**config.mk**
```make
export PLATFORM = sky130hd
export DESIGN_NAME = pbcaf_top
export DESIGN_NICKNAME = d
export VERILOG_FILES = /design/src/pkg/pbcaf_pkg.sv /design/src/rtl/pbcaf_sync.sv /design/src/rtl/pbcaf_fifo.sv /design/src/rtl/pbcaf_top.sv
export VERILOG_INCLUDE_DIRS = /design/src /design/src/pkg
export SDC_FILE = /design/constraint.sdc
export NUM_CORES = 1
export LEC_CHECK = 0
export BUFFER_PORTS_ARGS = -buffer_cell sky130_fd_sc_hd__clkbuf_2
export CORE_ASPECT_RATIO = 1.5
export CORE_UTILIZATION = 31
export DETAILED_ROUTE_END_ITERATION = 8
export PLACE_DENSITY = 0.45
export SYNTH_ARGS = -nofsm -noshare
export SYNTH_HDL_FRONTEND = slang
export SYNTH_HIERARCHICAL = 1
export SYNTH_SLANG_ARGS = --single-unit
```
**constraint.sdc**
```tcl
create_clock -name sys_clk -period 2.1 [get_ports sys_clk]
set_input_delay 0.21 -clock sys_clk [delete_from_list [all_inputs] [get_ports sys_clk]]
set_output_delay 0.21 -clock sys_clk [all_outputs]
set_load 0.01 [all_outputs]
```
**src/pkg/pbcaf_cfg.svh**
```systemverilog
// bit positions, counts and defaults of the command-address front end
// assumes inclusion by every design file that decodes the header or counts edges
//
// Behaviour
// - falling select starts a new transaction
// - rising select ends the transaction and releases the pins
// - link clock may stop between transactions
// - low-voltage parts sample at crossing of clock pair, others use true clock
// - during header the strobe is driven high for extra latency, else low
// - during read data the strobe toggles with each driven byte
// - during write data the strobe is an input used as byte mask
// - hardware reset low initialises and returns to standby
// - hardware reset low releases strobe and data lines
// - open hardware reset input counts as high
// - six header bytes on six edges, most significant first
// - header byte bit order follows data line numbering
// - header bit 47 one is read, zero is write
// - header bit 46 zero is memory, one is register space
// - register space reaches identity and configuration registers
// - header bit 45 zero is wrapped burst, one linear
// - header bits 35 to 22 give row address
// - header bits 21 to 16 give upper column address
// - header bits 2 to 0 give starting word
// - write byte with strobe high is masked, low is written
// - wrapped burst wraps in its aligned group; linear runs until select rises
`ifndef PBCAF_CFG_SVH
`define PBCAF_CFG_SVH

// ==========================================
// header layout
`define PBCAF_HDR_W      48
`define PBCAF_RW_BIT     47
`define PBCAF_SPACE_BIT  46
`define PBCAF_BURST_BIT  45
`define PBCAF_ROW_HI     35
`define PBCAF_ROW_LO     22
`define PBCAF_UCOL_HI    21
`define PBCAF_UCOL_LO    16
`define PBCAF_LCOL_HI    2
`define PBCAF_LCOL_LO    0
`define PBCAF_HDR_LAST   4'h5

// ==========================================
// defaults
`define PBCAF_LAT_CLKS   6
`define PBCAF_WRAP_WORDS 8
`define PBCAF_FIFO_DEPTH 4

`endif

```
**src/pkg/pbcaf_pkg.sv**
```systemverilog
// types shared by the front end, its synchroniser and its write buffer
// assumes the cfg header is compiled alongside
`include "pbcaf_cfg.svh"
package pbcaf_pkg;

    // ==========================================
    // types
    typedef enum logic [2:0] {
        ST_IDLE,
        ST_HDR,
        ST_LAT,
        ST_RD,
        ST_WR
    } pbcaf_state_t;

    typedef struct packed {
        logic        read;
        logic        regSpace;
        logic        linear;
        logic [13:0] row;
        logic [5:0]  upperCol;
        logic [2:0]  lowerCol;
    } pbcaf_hdr_t;

    typedef struct packed {
        logic       mask;
        logic [7:0] data;
    } pbcaf_wbyte_t;

    typedef struct packed {
        logic csN;
        logic ck;
        logic ckComp;
        logic strobe;
        logic [7:0] dq;
        logic resetN;
    } pbcaf_pins_t;

endpackage

```
**src/rtl/pbcaf_sync.sv**
```systemverilog
// two-stage synchroniser for a packed group of pin levels
// assumes every bit is an asynchronous level; reset value is a constant
`timescale 1ns/10ps
module pbcaf_sync #(
    parameter int               W   = 13,
    parameter logic [W-1:0]     RST = '0
) (
    input  wire logic         sys_clk,
    input  wire logic         srst,
    input  wire logic [W-1:0] din,
    output logic      [W-1:0] dout
);
    logic [W-1:0] meta_ff;
    logic [W-1:0] nxt_meta;
    logic [W-1:0] sync_ff;
    logic [W-1:0] nxt_sync;

    // ==========================================
    // stage one is read only by stage two
    always_comb begin
        nxt_meta = din;
        nxt_sync = meta_ff;
    end

    always_ff @(posedge sys_clk) begin
        if (srst) begin
            meta_ff <= RST;
            sync_ff <= RST;
        end else begin
            meta_ff <= nxt_meta;
            sync_ff <= nxt_sync;
        end
    end

    assign dout = sync_ff;
endmodule

```
**src/rtl/pbcaf_fifo.sv**
```systemverilog
// small show-ahead fifo, outputs straight from flops
// assumes push only when inReady, pop only when outValid
`timescale 1ns/10ps
`include "pbcaf_cfg.svh"
module pbcaf_fifo
    import pbcaf_pkg::*;
#(
    parameter int W     = 9,
    parameter int DEPTH = `PBCAF_FIFO_DEPTH
) (
    input  wire logic         sys_clk,
    input  wire logic         srst,
    input  wire logic         inValid,
    input  wire logic [W-1:0] inData,
    output logic              inReady,
    output logic              outValid,
    output logic      [W-1:0] outData,
    input  wire logic         outReady
);
    localparam int AW = $clog2(DEPTH);
    logic [W-1:0] mem [DEPTH];
    logic [AW-1:0] wr_ff, rd_ff, nxt_wr, nxt_rd;
    logic [AW:0]   cnt_ff, nxt_cnt;
    logic          full_ff, nxt_full, val_ff, nxt_val;
    logic [W-1:0]  dat_ff, nxt_dat;
    logic          push, pop;

    // ==========================================
    // pointers and flags; data of the head entry is re-read every cycle
    always_comb begin
        push     = inValid && !full_ff;
        pop      = outReady && val_ff;
        nxt_wr   = push ? AW'(wr_ff + 1'b1) : wr_ff;
        nxt_rd   = pop ? AW'(rd_ff + 1'b1) : rd_ff;
        nxt_cnt  = (AW+1)'(cnt_ff + push - pop);
        nxt_full = nxt_cnt == (AW+1)'(DEPTH);
        nxt_val  = nxt_cnt != '0;
        // bypass: entry being written is the new head
        nxt_dat  = (push && nxt_rd == wr_ff) ? inData : mem[nxt_rd];
    end

    always_ff @(posedge sys_clk) begin
        if (push) begin
            mem[wr_ff] <= inData;
        end
        if (srst) begin
            wr_ff   <= '0;
            rd_ff   <= '0;
            cnt_ff  <= '0;
            full_ff <= 1'b0;
            val_ff  <= 1'b0;
            dat_ff  <= '0;
        end else begin
            wr_ff   <= nxt_wr;
            rd_ff   <= nxt_rd;
            cnt_ff  <= nxt_cnt;
            full_ff <= nxt_full;
            val_ff  <= nxt_val;
            dat_ff  <= nxt_dat;
        end
    end

    assign inReady  = !full_ff;
    assign outValid = val_ff;
    assign outData  = dat_ff;

    fifo_full_a: assert property (@(posedge sys_clk) disable iff (srst)
        full_ff |-> cnt_ff == (AW+1)'(DEPTH))
        else $error("fifo full flag disagrees with count");
endmodule

```
**src/rtl/pbcaf_top.sv**
```systemverilog
// slave front end of the ddr command-address bus: framing, header decode,
// strobe roles, burst addressing and a buffered write byte stream
// assumes pins arrive asynchronously and the link clock is far below sys_clk
`timescale 1ns/10ps
`include "pbcaf_cfg.svh"
module pbcaf_top #(
    parameter int   LAT_CLKS   = `PBCAF_LAT_CLKS,
    parameter int   WRAP_WORDS = `PBCAF_WRAP_WORDS,
    parameter int   FIFO_DEPTH = `PBCAF_FIFO_DEPTH,
    parameter logic DIFF_CLK   = 1'b1
) (
    input  wire logic                 sys_clk,
    input  wire logic                 srst,
    input  wire logic                 csN,
    input  wire logic                 linkClk,
    input  wire logic                 clock_complement,
    input  wire logic                 resetN,
    input  wire logic [7:0]           dqIn,
    output logic      [7:0]           dqOut,
    output logic                      dqOeN,
    input  wire logic                 rw_data_strobe_in,
    output logic                      strobeOut,
    output logic                      strobeOeN,
    input  wire logic                 refreshReq,
    input  wire logic [7:0]           rdByte,
    output logic                      rdTake,
    output pbcaf_pkg::pbcaf_hdr_t     header,
    output logic                      headerValid,
    output logic [22:0]               wordAddr,
    output logic                      standby,
    output logic                      wrOverrun,
    output logic                      wrValid,
    output pbcaf_pkg::pbcaf_wbyte_t   wrByte,
    input  wire logic                 wrReady
);
    import pbcaf_pkg::*;

    localparam logic [7:0]  LAT_EDGES = 8'(2 * LAT_CLKS);
    localparam logic [22:0] WRAP_MASK = 23'(WRAP_WORDS - 1);

    // ==========================================
    // pin synchroniser
    pbcaf_pins_t pinRaw, pinS;
    logic        fifoReady;

    always_comb begin
        pinRaw.csN    = csN;
        pinRaw.ck     = linkClk;
        pinRaw.ckComp = clock_complement;
        pinRaw.strobe = rw_data_strobe_in;
        pinRaw.dq     = dqIn;
        pinRaw.resetN = resetN;
    end

    // select and reset sit high in reset: an open reset pin reads deasserted
    pbcaf_sync #(
        .W   ($bits(pbcaf_pins_t)),
        .RST ({1'b1, 1'b0, 1'b1, 1'b0, 8'h00, 1'b1})
    ) uSync (
        .sys_clk (sys_clk),
        .srst    (srst),
        .din     (pinRaw),
        .dout    (pinS)
    );

    // ==========================================
    // edge detection on synchronised pins
    logic clkLvl, clkPrev_ff, nxt_clkPrev, csPrev_ff, nxt_csPrev;
    logic linkEdge, csFall, csRise, pinRst;

    // pair crossing for differential parts, true clock alone otherwise
    always_comb begin
        clkLvl      = DIFF_CLK ? (pinS.ck && !pinS.ckComp) : pinS.ck;
        nxt_clkPrev = clkLvl;
        nxt_csPrev  = pinS.csN;
        linkEdge    = clkLvl != clkPrev_ff;
        csFall      = csPrev_ff && !pinS.csN;
        csRise      = !csPrev_ff && pinS.csN;
        pinRst      = !pinS.resetN;
    end

    always_ff @(posedge sys_clk) begin
        if (srst) begin
            clkPrev_ff <= 1'b0;
            csPrev_ff  <= 1'b1;
        end else begin
            clkPrev_ff <= nxt_clkPrev;
            csPrev_ff  <= nxt_csPrev;
        end
    end

    // ==========================================
    // transaction engine
    pbcaf_state_t state_ff, nxt_state;
    logic [47:0]  shift_ff, nxt_shift;
    logic [3:0]   edgeCnt_ff, nxt_edgeCnt;
    logic [7:0]   lat_ff, nxt_lat;
    logic         byteB_ff, nxt_byteB;
    logic [7:0]   dq_ff, nxt_dq;
    logic         dqOe_ff, nxt_dqOe, rw_ff, nxt_rw, rwOe_ff, nxt_rwOe;
    pbcaf_hdr_t   hdr_ff, nxt_hdr;
    logic         hdrV_ff, nxt_hdrV, take_ff, nxt_take, ovr_ff, nxt_ovr;
    logic [22:0]  addr_ff, nxt_addr, addrInc;
    logic         push_ff, nxt_push;
    logic         idle_ff, nxt_idle;
    pbcaf_wbyte_t wb_ff, nxt_wb;

    // wrapped bursts stay inside their aligned group; linear just counts
    always_comb begin
        addrInc = addr_ff + 23'h000001;
        if (!hdr_ff.linear) begin
            addrInc = (addr_ff & ~WRAP_MASK) | (addrInc & WRAP_MASK);
        end
    end

    // the link cannot be stalled, so a full buffer drops the byte and flags it
    always_comb begin
        nxt_state   = state_ff;
        nxt_shift   = shift_ff;
        nxt_edgeCnt = edgeCnt_ff;
        nxt_lat     = lat_ff;
        nxt_byteB   = byteB_ff;
        nxt_dq      = dq_ff;
        nxt_dqOe    = dqOe_ff;
        nxt_rw      = rw_ff;
        nxt_rwOe    = rwOe_ff;
        nxt_hdr     = hdr_ff;
        nxt_hdrV    = 1'b0;
        nxt_take    = 1'b0;
        nxt_ovr     = ovr_ff;
        nxt_addr    = addr_ff;
        nxt_push    = 1'b0;
        nxt_wb      = wb_ff;
        if (pinRst || csRise) begin
            // release both pin groups and return to standby
            nxt_state = ST_IDLE;
            nxt_dqOe  = 1'b1;
            nxt_rwOe  = 1'b1;
            nxt_rw    = 1'b0;
            if (pinRst) begin
                nxt_ovr = 1'b0;
            end
        end else begin
            unique case (state_ff)
                ST_IDLE: begin
                    // nothing here waits on the link clock
                    if (csFall) begin
                        nxt_state   = ST_HDR;
                        nxt_edgeCnt = 4'h0;
                        nxt_byteB   = 1'b0;
                        nxt_rw      = refreshReq;
                        nxt_rwOe    = 1'b0;
                        nxt_ovr     = 1'b0;
                    end
                end
                ST_HDR: begin
                    nxt_rw = refreshReq;
                    if (linkEdge) begin
                        nxt_shift   = {shift_ff[39:0], pinS.dq};
                        nxt_edgeCnt = edgeCnt_ff + 4'h1;
                        if (edgeCnt_ff == `PBCAF_HDR_LAST) begin
                            nxt_hdr.read     = nxt_shift[`PBCAF_RW_BIT];
                            nxt_hdr.regSpace = nxt_shift[`PBCAF_SPACE_BIT];
                            nxt_hdr.linear   = nxt_shift[`PBCAF_BURST_BIT];
                            nxt_hdr.row      =
                                nxt_shift[`PBCAF_ROW_HI:`PBCAF_ROW_LO];
                            nxt_hdr.upperCol =
                                nxt_shift[`PBCAF_UCOL_HI:`PBCAF_UCOL_LO];
                            nxt_hdr.lowerCol =
                                nxt_shift[`PBCAF_LCOL_HI:`PBCAF_LCOL_LO];
                            nxt_addr  = {nxt_hdr.row, nxt_hdr.upperCol, nxt_hdr.lowerCol};
                            nxt_hdrV  = 1'b1;
                            nxt_state = ST_LAT;
                            nxt_lat   = rw_ff ? 8'(2 * LAT_EDGES) : LAT_EDGES;
                            // writes hand the strobe to the host
                            nxt_rwOe  = !nxt_hdr.read;
                        end
                    end
                end
                ST_LAT: begin
                    if (linkEdge) begin
                        nxt_lat = lat_ff - 8'h01;
                        if (lat_ff == 8'h01) begin
                            nxt_state = hdr_ff.read ? ST_RD : ST_WR;
                            nxt_rw    = 1'b0;
                        end
                    end
                end
                ST_RD: begin
                    if (linkEdge) begin
                        nxt_dq    = rdByte;
                        nxt_dqOe  = 1'b0;
                        nxt_rw    = !rw_ff;
                        nxt_take  = 1'b1;
                        nxt_byteB = !byteB_ff;
                        if (byteB_ff) begin
                            nxt_addr = addrInc;
                        end
                    end
                end
                ST_WR: begin
                    if (linkEdge) begin
                        nxt_wb.mask = pinS.strobe;
                        nxt_wb.data = pinS.dq;
                        nxt_push    = fifoReady;
                        nxt_ovr     = ovr_ff || !fifoReady;
                        nxt_byteB   = !byteB_ff;
                        if (byteB_ff) begin
                            nxt_addr = addrInc;
                        end
                    end
                end
            endcase
        end
        // standby registered so the output comes straight from a flop
        nxt_idle = nxt_state == ST_IDLE;
    end

    always_ff @(posedge sys_clk) begin
        if (srst) begin
            state_ff   <= ST_IDLE;
            idle_ff    <= 1'b1;
            shift_ff   <= 48'h000000000000;
            edgeCnt_ff <= 4'h0;
            lat_ff     <= 8'h00;
            byteB_ff   <= 1'b0;
            dq_ff      <= 8'h00;
            dqOe_ff    <= 1'b1;
            rw_ff      <= 1'b0;
            rwOe_ff    <= 1'b1;
            hdr_ff     <= '0;
            hdrV_ff    <= 1'b0;
            take_ff    <= 1'b0;
            ovr_ff     <= 1'b0;
            addr_ff    <= 23'h000000;
            push_ff    <= 1'b0;
            wb_ff      <= '0;
        end else begin
            state_ff   <= nxt_state;
            idle_ff    <= nxt_idle;
            shift_ff   <= nxt_shift;
            edgeCnt_ff <= nxt_edgeCnt;
            lat_ff     <= nxt_lat;
            byteB_ff   <= nxt_byteB;
            dq_ff      <= nxt_dq;
            dqOe_ff    <= nxt_dqOe;
            rw_ff      <= nxt_rw;
            rwOe_ff    <= nxt_rwOe;
            hdr_ff     <= nxt_hdr;
            hdrV_ff    <= nxt_hdrV;
            take_ff    <= nxt_take;
            ovr_ff     <= nxt_ovr;
            addr_ff    <= nxt_addr;
            push_ff    <= nxt_push;
            wb_ff      <= nxt_wb;
        end
    end

    // ==========================================
    // write byte buffer
    pbcaf_fifo #(
        .W     ($bits(pbcaf_wbyte_t)),
        .DEPTH (FIFO_DEPTH)
    ) uFifo (
        .sys_clk  (sys_clk),
        .srst     (srst),
        .inValid  (push_ff),
        .inData   (wb_ff),
        .inReady  (fifoReady),
        .outValid (wrValid),
        .outData  (wrByte),
        .outReady (wrReady)
    );

    // outputs
    assign dqOut       = dq_ff;
    assign dqOeN       = dqOe_ff;
    assign strobeOut   = rw_ff;
    assign strobeOeN   = rwOe_ff;
    assign rdTake      = take_ff;
    assign header      = hdr_ff;
    assign headerValid = hdrV_ff;
    assign wordAddr    = addr_ff;
    assign standby     = idle_ff;
    assign wrOverrun   = ovr_ff;

    // ==========================================
    // checks
    cs_start_a: assert property (@(posedge sys_clk) disable iff (srst)
        state_ff == ST_IDLE && csFall && !pinRst |=> state_ff == ST_HDR && !rwOe_ff)
        else $error("select fall did not start header phase");
    cs_end_a: assert property (@(posedge sys_clk) disable iff (srst)
        csRise |=> state_ff == ST_IDLE && dqOe_ff && rwOe_ff)
        else $error("select rise did not end transaction");
    hdr_latency_a: assert property (@(posedge sys_clk) disable iff (srst)
        state_ff == ST_HDR && !csRise && !pinRst |=> rw_ff == $past(refreshReq))
        else $error("strobe does not show refresh latency in header");
    rd_toggle_a: assert property (@(posedge sys_clk) disable iff (srst)
        state_ff == ST_RD && linkEdge && !csRise && !pinRst
        |=> rw_ff != $past(rw_ff) && take_ff && !dqOe_ff)
        else $error("read strobe failed to toggle with data");
    wr_mask_a: assert property (@(posedge sys_clk) disable iff (srst)
        push_ff |-> wb_ff.mask == $past(pinS.strobe) && rwOe_ff)
        else $error("write mask not taken from strobe");
    pin_release_a: assert property (@(posedge sys_clk) disable iff (srst)
        pinRst |=> dqOe_ff && rwOe_ff && state_ff == ST_IDLE)
        else $error("pins not released under hardware reset");
    rw_decode_a: assert property (@(posedge sys_clk) disable iff (srst)
        hdrV_ff |-> hdr_ff.read == shift_ff[`PBCAF_RW_BIT]
            && hdr_ff.row == shift_ff[`PBCAF_ROW_HI:`PBCAF_ROW_LO]
            && wordAddr[2:0] == shift_ff[`PBCAF_LCOL_HI:`PBCAF_LCOL_LO])
        else $error("header decode mismatch");
    wrap_group_a: assert property (@(posedge sys_clk) disable iff (srst)
        (state_ff == ST_RD || state_ff == ST_WR) && !hdr_ff.linear
        |=> (addr_ff & ~WRAP_MASK) == ($past(addr_ff) & ~WRAP_MASK))
        else $error("wrapped burst left its group");
    six_edges_a: assert property (@(posedge sys_clk) disable iff (srst)
        hdrV_ff |-> $past(edgeCnt_ff) == `PBCAF_HDR_LAST && $past(linkEdge))
        else $error("header not complete after six edges");

    read_cov_c: cover property (@(posedge sys_clk) disable iff (srst)
        state_ff == ST_RD && take_ff);
    write_cov_c: cover property (@(posedge sys_clk) disable iff (srst)
        push_ff && !wb_ff.mask);
    extra_cov_c: cover property (@(posedge sys_clk) disable iff (srst)
        hdrV_ff && rw_ff);
endmodule

```
# Word-level counts from Yosys, hierarchy flattened
# Memories as Yosys holds them, arrays and structs flattened. A register that Yosys moved wholly into a read port is not among the register bits.
# Cells that the tools add are included.
dict set report op_classes {
  n_eq_ne 19
  muxes 42
  reduce_logical 41
  bitwise 6
  add_sub_neg 7
}
# op n
set op_table {}
lappend op_table {{23-bit 2-to-1 mux} 5}
lappend op_table {{23-bit one-hot mux with 2 select lines} 1}
lappend op_table {{8-bit 2-to-1 mux} 3}
lappend op_table {{23-bit by 1-bit adder with 23-bit output, second input constant} 1}
lappend op_table {{23-bit by 3-bit bitwise OR with 23-bit output} 1}
lappend op_table {{3-bit 2-to-1 mux} 7}
lappend op_table {{4-bit AND reduction} 5}
lappend op_table {{8-bit one-hot mux with 2 select lines} 1}
lappend op_table {{1-bit 2-to-1 mux} 15}
lappend op_table {{2-bit != test, second input constant} 7}
lappend op_table {{5-bit AND reduction} 2}
lappend op_table {{3-bit one-hot mux with 3 select lines} 1}
lappend op_table {{3-bit AND reduction} 3}
lappend op_table {{8-bit by 1-bit == test with 1-bit output, second input constant} 1}
lappend op_table {{1-bit zero test} 8}
lappend op_table {{4-bit 2-to-1 mux} 2}
lappend op_table {{4-bit one-hot mux with 2 select lines} 1}
lappend op_table {{2-bit nonzero test} 4}
lappend op_table {{4-bit OR reduction} 2}
lappend op_table {{8-bit by 1-bit subtractor with 8-bit output, second input constant} 1}
lappend op_table {{3-bit by 2-bit == test with 1-bit output, second input constant} 2}
lappend op_table {{3-bit == test, second input constant} 2}
lappend op_table {{3-bit zero test} 2}
lappend op_table {{3-bit != test, second input constant} 2}
lappend op_table {{other kinds (21)} 36}
dict set report totals {
  word_cells 148
  register_bits 167
  n_memories 1
  mem_bits_rw 36
  inputBits 25
}
# name depth word_bits rd rd_clocked_by_memory_dff write_ports line
set memory_table {}
lappend memory_table {uFifo.mem 4 9 1 1 1 pbcaf_fifo.sv:21} ;# logic [W-1:0] mem [DEPTH];

# Depth between registers and ports, before layout
# Gate-level depths: netlist of run 1.
dict set report depth {
  word_depth 7
  ltp_mapped 12
  mapped_depth_nobuf 11
}

# Modules after synthesis
# The synthesis of run 1 kept the hierarchy.
# module n_inst area_each_um2 cells_each seq_area_each_um2
set modules_own_cells {}
lappend modules_own_cells {pbcaf_top 1 5515.3 701 2522.4}
lappend modules_own_cells {pbcaf_fifo 1 2662.6 224 1441.4}
lappend modules_own_cells {pbcaf_sync 1 706.9 54 520.5}

# Worst setup path before layout of run 1
# No wires, ideal clock.
dict set report synth_path {
  path_kind {register to register}
  start {reg addr_ff[2], in the netlist wordAddr[2]}
  end {reg addr_ff[17], in the netlist wordAddr[17]}
  path_slack_ns -0.015
  path_stages_with_launch 8
  t_required_ns 1.968
  t_arrival_ns 1.983
  setup_ns 0.132
  path_buffers 1
  cell_sequence {dfxtp_1 > clkbuf_1 > nand3_1 > nor4_1 > nand3_1 > xnor2_1 > a221oi_1 > nor3_1}
}
dict set report synth_via {
  elab_chain_cells 5
}
# item line
set synth_rtl {}
lappend synth_rtl {{start: declaration} pbcaf_top.sv:103} ;# logic [22:0] addr_ff, nxt_addr, addrInc;
lappend synth_rtl {{start signal: assignment} pbcaf_top.sv:253} ;# addr_ff <= nxt_addr;
lappend synth_rtl {{23-bit by 1-bit adder with 23-bit output} pbcaf_top.sv:110} ;# addrInc = addr_ff + 23'h000001;
lappend synth_rtl {{23-bit 2-to-1 mux} pbcaf_top.sv:111} ;# if (!hdr_ff.linear) begin
lappend synth_rtl {{23-bit 2-to-1 mux} {pbcaf_top.sv:196, pbcaf_top.sv:208}}
lappend synth_rtl {{23-bit 2-to-1 mux} pbcaf_top.sv:190} ;# if (linkEdge) begin
lappend synth_rtl {{23-bit one-hot mux with 2 select lines} pbcaf_top.sv:144} ;# unique case (state_ff)
# No other way between the ends. The select of a mux whose other input is x is not followed.
# A chain may end at the register's enable or synchronous reset.

# Worst setup path after layout of run 1
dict set report layout_path {
  start {reg state_ff[1]}
  end {reg addr_ff[14], in the netlist wordAddr[14]}
}
dict set report layout_via {
  elab_chain_cells 4
  elab_cells_between_ends 11
  classes_between {eq/ne: 7; mux: 1; reduce/logical: 3}
}
# item line
set layout_rtl {}
lappend layout_rtl {{start: declaration} pbcaf_top.sv:94} ;# pbcaf_state_t state_ff, nxt_state;
lappend layout_rtl {{start signal: assignment} pbcaf_top.sv:239} ;# state_ff <= nxt_state;
lappend layout_rtl {{3-bit == test / 3-bit by 2-bit == test with 1-bit output (equally long branches)} pbcaf_top.sv:144}
lappend layout_rtl {{2-bit OR reduction (no source line)} --}
lappend layout_rtl {{2-bit by 1-bit != test with 1-bit output (no source line) / 2-bit nonzero test (equally long branches)} --}
lappend layout_rtl {{6-bit AND reduction (no source line)} --}
# Several ways; a longest one is shown, not always the timed one.

==> flow_metrics.tcl, run 1 <==
set metrics [dict create \
    grt_pass1_vias 7498 \
    post-route-drc-count 0 \
    grt_overflow_total 0 \
    setup.worst_path.class "flip-flop to flip-flop" \
    status "finished, final reports clean" \
    hpwlAfterDp_um 17530 \
    netlist_area_sq_um 8885 \
    worstHoldStart "srst" \
    dp_slack_ns 0.06575 \
    pwr-share-comb_pct 11.7 \
    p_leak_nw 4.276 \
    clock_path_buffers 3 \
    r2r_setup_slack_ns 0.1 \
    holdPathEnd "uFifo/cnt_ff[1]" \
    worst_slew_margin_rel_pct 65.51 \
    synthArstFlopShare_pct 0 \
    synth-seq-cells 206 \
    nNetsFinal 1181 \
    synth_area_leaders "dfxtp_1 (38%), edfxtp_1 (12%), nand2_1 (7.7%)" \
    cts.reportedPaths.clkPinSlew_ns 0.07 \
    setup_tns_ns 0 \
    initial_core_util_pct 31.67 \
    internal-power_w 0.007131 \
    yosys-top-cells-count "nand2_1 (182), dfxtp_1 (170), a21oi_1 (99)" \
    rr_worst_depth 8 \
    power_w 0.009539 \
    dr.first_iter.drc_count 317 \
    pin_count 99 \
    hold_violations 0 \
    switchingPower_w 0.002408 \
    wire_per_inst_um 16.61 \
    switching_share_pct 25.24 \
    placementRows 75 \
    clock_power_share_pct 44.3 \
    r2r-end "wordAddr[14]" \
    slew_viol_final 0 \
    setup_viol 0 \
    hp-class "input port to flip-flop" \
    antennaDiodeCount 0 \
    period_share_pct 95.30 \
    cp_max_fo 12 \
    firstDrtPassIters 5 \
    place.gp.congestion 0.8340 \
    synth.distinct_cells 74 \
    yosysMostFrequentCell "nand2_1" \
    worstReg2RegStart "state_ff[1]" \
    avgSynthCellArea_sq_um 9.075 \
    fmax_ghz 0.4997 \
    finalWirelength_um 25010 \
    grt_max_degree 77 \
    finalCriticalPeriod_ns 2.001 \
    dieArea_sq_um 29360 \
    vias 7626 \
    die_h_um 209.3 \
    cts_tree "built" \
    skew_ns 0.01070 \
    clock_latency_ns 0.51 \
    cts-root-buf "clkbuf_16" \
    antenna_found_initial 0 \
    syn2layout_area_growth_pct 27.31 \
    worstMarginPinSlew_ns 0.5173 \
    grt_pass1_wl_um 39850 \
    synth_top_area_cell "dfxtp_1" \
    cts.sinks 206 \
    whs_path_depth 2 \
    ys_warn_count 6 \
    critPathCaptureType "flip-flop" \
    drive_gt1_share_pct 21.81 \
    p_seq_share_pct 44.0 \
    syn_nets 1016 \
    seq_area_frac_synth_pct 50.47 \
    ir_drop_uv 535.6 \
    cts_htree_levels 1 \
    viasPerCell 5.064 \
    track_usage_pct 17.02 \
    numPortBuffers 98 \
    crit_arrival_ns 2.43 \
    yosys.area.top_type_share_pct 38.30 \
    synth_edf_count 36 \
    finalHoldWorstSlack_ns 0.05686 \
    crit_path_start_kind "flip-flop" \
    cts_buffers 23 \
    cp.required_ns 2.53 \
    final_antenna_net_count 0 \
    synth_cells 979 \
    max_cap_violations 0 \
    core_area_sq_um 28060 \
    rsz0062_at_grt "yes" \
    p_per_area_nw_per_um2 843.3 \
    fin_ws_ns 0.09862 \
    synth-main-ff-cell "dfxtp_1" \
    dieWidth_um 140.2 \
]
-- registers in the layout, indices dropped and copies added (netlist names), 8 cells and up --
register       flops
dqOut              8
header            26
uSync/dout        13
lat_ff             8
wb_ff              9
wordAddr          23
uFifo/mem         36
shift_ff          34
uSync/meta_ff     13
uFifo/outData      9
-- layer usage --
| layer | wire (um) | track usage [%] | vias to the layer above |
|---|---|---|---|
| li1 | - | - | 3797 |
| met1 | 10690 | 20.03 | 3641 |
| met2 | 12910 | 31.55 | 151 |
| met3 | 806 | 1.985 | 37 |
| met4 | 610 | 5.949 | 0 |
| met5 | 0 | 0 | - |
-- critical path: stages, from the launching register on --
cell,delay [ns]
dfxtp_1,0.37
or3b_4,0.43
o211a_4,0.27
a211oi_1,0.19
buf_4,0.16
and2b_1,0.16
buf_12,0.14
a21oi_1,0.06
nor3_1,0.14
-- final cells by class --
type / instances / area [sq um]
sequential: 206 / 4486
tap: 346 / 432.9
clock inverter: 12 / 163.9
clock buffer: 29 / 629.4
multi-input combinational: 684 / 4015
inverter: 22 / 85.08
timing repair buffer: 207 / 1499
fill: 2792 / 16750
-- worst max path at each step --
stage               slack [ns]           from  cells past startpoint              to
finish                     0.1    state_ff[1]                      8    wordAddr[14]
global route             -0.04  edgeCnt_ff[1]                     10    wordAddr[12]
CTS                       0.02    state_ff[2]                      6    wordAddr[12]
detailed placement        0.07    state_ff[2]                      7    wordAddr[15]
global placement          0.08  edgeCnt_ff[1]                     10    wordAddr[20]
floorplan                 0.02        push_ff                     12  uFifo/outValid
-- cell families after synthesis --
family                   count (synthesis)  synth area share (%)
multiplexers                            15                 1.690
XOR/XNOR                                14                 1.380
adder cells (fa/ha/maj)                 12                 1.774
buffers and inverters                   89                 4.915
AND/OR/NAND/NOR                        402                 21.79
AO/OA/AOI/OAI                          241                 17.98
flip-flops                             206                 50.47
-- timing repair --
item | 4_1_cts | 5_1_grt
endpoints found under the setup margin | 0 | 29
buffers inserted | 0 | 3
gates resized for setup | 0 | 12
endpoints found under the hold margin | 21 | 0
hold buffers | 21 | 0
-- cell usage in the layout (no fill, tap or decap), types with 7 or more instances in the layout --
| cell | instances |
|---|---|
| a211oi_1 | 34 |
| a21oi_1 | 98 |
| a31oi_1 | 8 |
| and3_1 | 33 |
| buf_12 | 11 |
| buf_4 | 77 |
| clkbuf_16 | 24 |
| clkbuf_2 | 97 |
| dfxtp_1 | 169 |
| dlygate4sd3_1 | 21 |
| edfxtp_1 | 36 |
| ha_1 | 11 |
| inv_1 | 21 |
| mux2i_1 | 15 |
| nand2_1 | 182 |
| nand2b_1 | 8 |
| nand3_1 | 14 |
| nand4_1 | 10 |
| nor2_1 | 55 |
| nor2b_1 | 20 |
| nor3_1 | 20 |
| o2111ai_1 | 7 |
| o21ai_0 | 27 |
| o31ai_1 | 9 |
| or4_1 | 9 |
| xnor2_1 | 8 |
-- metrics by stage --
stage / util (%) / cell area, sq um / cells
floorplan: - / 8891 / 979
global placement: 36.51 / 10240 / 1440
detailed placement: 36.51 / 10240 / 1440
CTS: 40.09 / 11250 / 1502
global route: 40.31 / 11310 / 1506
finish: 40.31 / 11310 / 1506
-- power groups by stage --
stage	combinational (W)	clock (W)	sequential (W)
2_1_floorplan	0.000734	0	0.00431
3_3_place_gp	0.00108	0	0.00428
3_5_place_dp	0.00109	0	0.00428
4_1_cts	0.00112	0.00436	0.00420
5_1_grt	0.00123	0.00450	0.00421
6_report	0.00112	0.00422	0.00420
Power figures use the tool's default switching activity.
==> run 2, diff against run 1 <==
==> constraint.sdc (replaced) <==
create_clock -name sys_clk -period 2.1 [get_ports sys_clk]
set_input_delay 0.21 -clock sys_clk [delete_from_list [all_inputs] [get_ports sys_clk]]
set_output_delay 0.21 -clock sys_clk [all_outputs]
set_load 0.1 [all_outputs]
==> flow_metrics.tcl, run 2 (same netlist as run 1, synthesis figures left out) <==
set metrics [dict create \
    critPathCaptureType "flip-flop" \
    clock_path_buffers 3 \
    critical_path.startpoint "state_ff[2]" \
    cts_tree "built" \
    max_cap_violations 0 \
    slew_viol_final 0 \
    cts-root-buf "clkbuf_16" \
    dr.first_iter.drc_count 382 \
    regMostFlops "uFifo/mem" \
    clock_power_share_pct 42.7 \
    largest_reg_flops 36 \
    firstDrtPassIters 4 \
    drive_gt1_share_pct 23.43 \
    post-route-util_pct 40.41 \
    cts_htree_levels 1 \
    worstReg2RegStart "state_ff[2]" \
    cts.sinks 206 \
    grt_pass1_vias 7573 \
    initial_core_util_pct 31.67 \
    final_antenna_net_count 0 \
    rr_worst_depth 8 \
    switchingPower_w 0.002804 \
    p_seq_share_pct 41.7 \
    cp.required_ns 2.50 \
    grt_max_degree 72 \
    ir_drop_uv 464.1 \
    p_per_area_nw_per_um2 890.8 \
    setup_viol 0 \
    hp-class "input port to flip-flop" \
    vias 7614 \
    pwr-share-comb_pct 15.5 \
    worstHoldStart "srst" \
    die_h_um 209.3 \
    finalCriticalPeriod_ns 2.044 \
    wire_per_inst_um 17.25 \
    numPortBuffers 98 \
    dieWidth_um 140.2 \
    clock_latency_ns 0.52 \
    viasPerCell 5.096 \
    syn2layout_area_growth_pct 27.62 \
    track_usage_pct 17.57 \
    crit_arrival_ns 2.45 \
    setup.worst_path.class "flip-flop to flip-flop" \
    cts.reportedPaths.clkPinSlew_ns 0.06 \
    switching_share_pct 27.77 \
    power_w 0.01010 \
    cp_max_fo 12 \
    antennaDiodeCount 0 \
    rsz0062_at_grt "yes" \
    p_leak_nw 4.239 \
    cts_buffers 23 \
    post-route-drc-count 0 \
    whs_path_depth 2 \
    crit_path_start_kind "flip-flop" \
    worstMarginPinSlew_ns 0.5940 \
    layout_common_cells "nand2_1 (182), dfxtp_1 (148), a21oi_1 (98), clkbuf_2 (97), buf_4 (65)" \
    dieArea_sq_um 29360 \
    final_common_cell "nand2_1" \
    place.gp.congestion 0.8455 \
    internal-power_w 0.007296 \
    grt_pass1_wl_um 40870 \
    placementRows 75 \
    period_share_pct 97.33 \
    fmax_ghz 0.4893 \
    pin_count 99 \
    hpwlAfterDp_um 17210 \
    core_area_sq_um 28060 \
    status "finished, final reports clean" \
    finalWirelength_um 25770 \
    grt_overflow_total 0 \
    skew_ns 0.01024 \
    worst_slew_margin_rel_pct 60.40 \
    hold_violations 0 \
    nNetsFinal 1169 \
    antenna_found_initial 0 \
]
[run 2: changes by cell type in the layout (fill, tap and decap cells not counted), sizes merged]
cell and delta:
clkdlybuf4s15 +1, inv -1, buf -14, clkbuf +3, bufinv +1, clkinvlp -2
[run 2: area by class of cell]
class	instances	area [sq um]
timing repair buffer	195	1394
inverter	22	87.58
tap	346	432.9
clock inverter	10	152.6
multi-input combinational	684	4078
sequential	206	4537
fill	2794	16720
clock buffer	31	656.9
[run 2: per-layer routing]
layer	wire [um]	share of wire, %	track usage, %	vias to the layer above
met5	0	0	0	-
met4	625	2.4	6.063	0
met3	874	3.4	2.213	38
met2	13510	52	32.91	147
met1	10760	42	20.31	3660
li1	-	-	-	3769
[run 2: worst max-delay path: stages (launching register included)]
cell,delay [ns]
dfxtp_2,0.34
or3b_4,0.42
o211ai_1,0.35
a211oi_1,0.09
buf_4,0.16
and2b_1,0.18
buf_12,0.15
a22oi_1,0.18
nor2_1,0.06
[run 2: metrics by stage]
stage / worst slack (ns) / hold slack (ns) / instances / instance area, sq um / TNS (ns)
4_1_cts: 0.004023 / 0.05643 / 1488 / 11190 / 0
5_1_grt: -0.04214 / 0.08649 / 1494 / 11340 / -0.2159
2_1_floorplan: -0.09434 / 0.2816 / 979 / 8947 / -0.09434
6_report: 0.05610 / 0.07128 / 1494 / 11340 / 0
3_5_place_dp: -0.2558 / 0.3934 / 1424 / 10130 / -15.21
3_3_place_gp: -0.2604 / 0.3942 / 1424 / 10130 / -13.96
[run 2: worst paths after layout]
check	slack, ns	endpoint
max reg2reg	0.06	wordAddr[18]
max	0.06	wordAddr[18]
min	0.07	uFifo/cnt_ff[1]
min reg2reg	0.42	uSync/dout[0]
[run 2: timing repair]
item / CTS / global route
setup buffers: 1 / 4
hold buffers: 21 / 0
gates resized for setup: 5 / 23
cloned: 1 / 2
setup endpoints to repair: 88 / 85
pin swaps: 2 / 11
endpoints found under the hold margin: 21 / 0
[run 2: power by group through the flow]
stage	registers (W)	logic (W)	clock network [W]
global route	0.00423	0.00169	0.00458
finish	0.00421	0.00157	0.00432
floorplan	0.00475	0.000742	0
detailed placement	0.00430	0.00152	0
global placement	0.00430	0.00152	0
CTS	0.00421	0.00155	0.00445
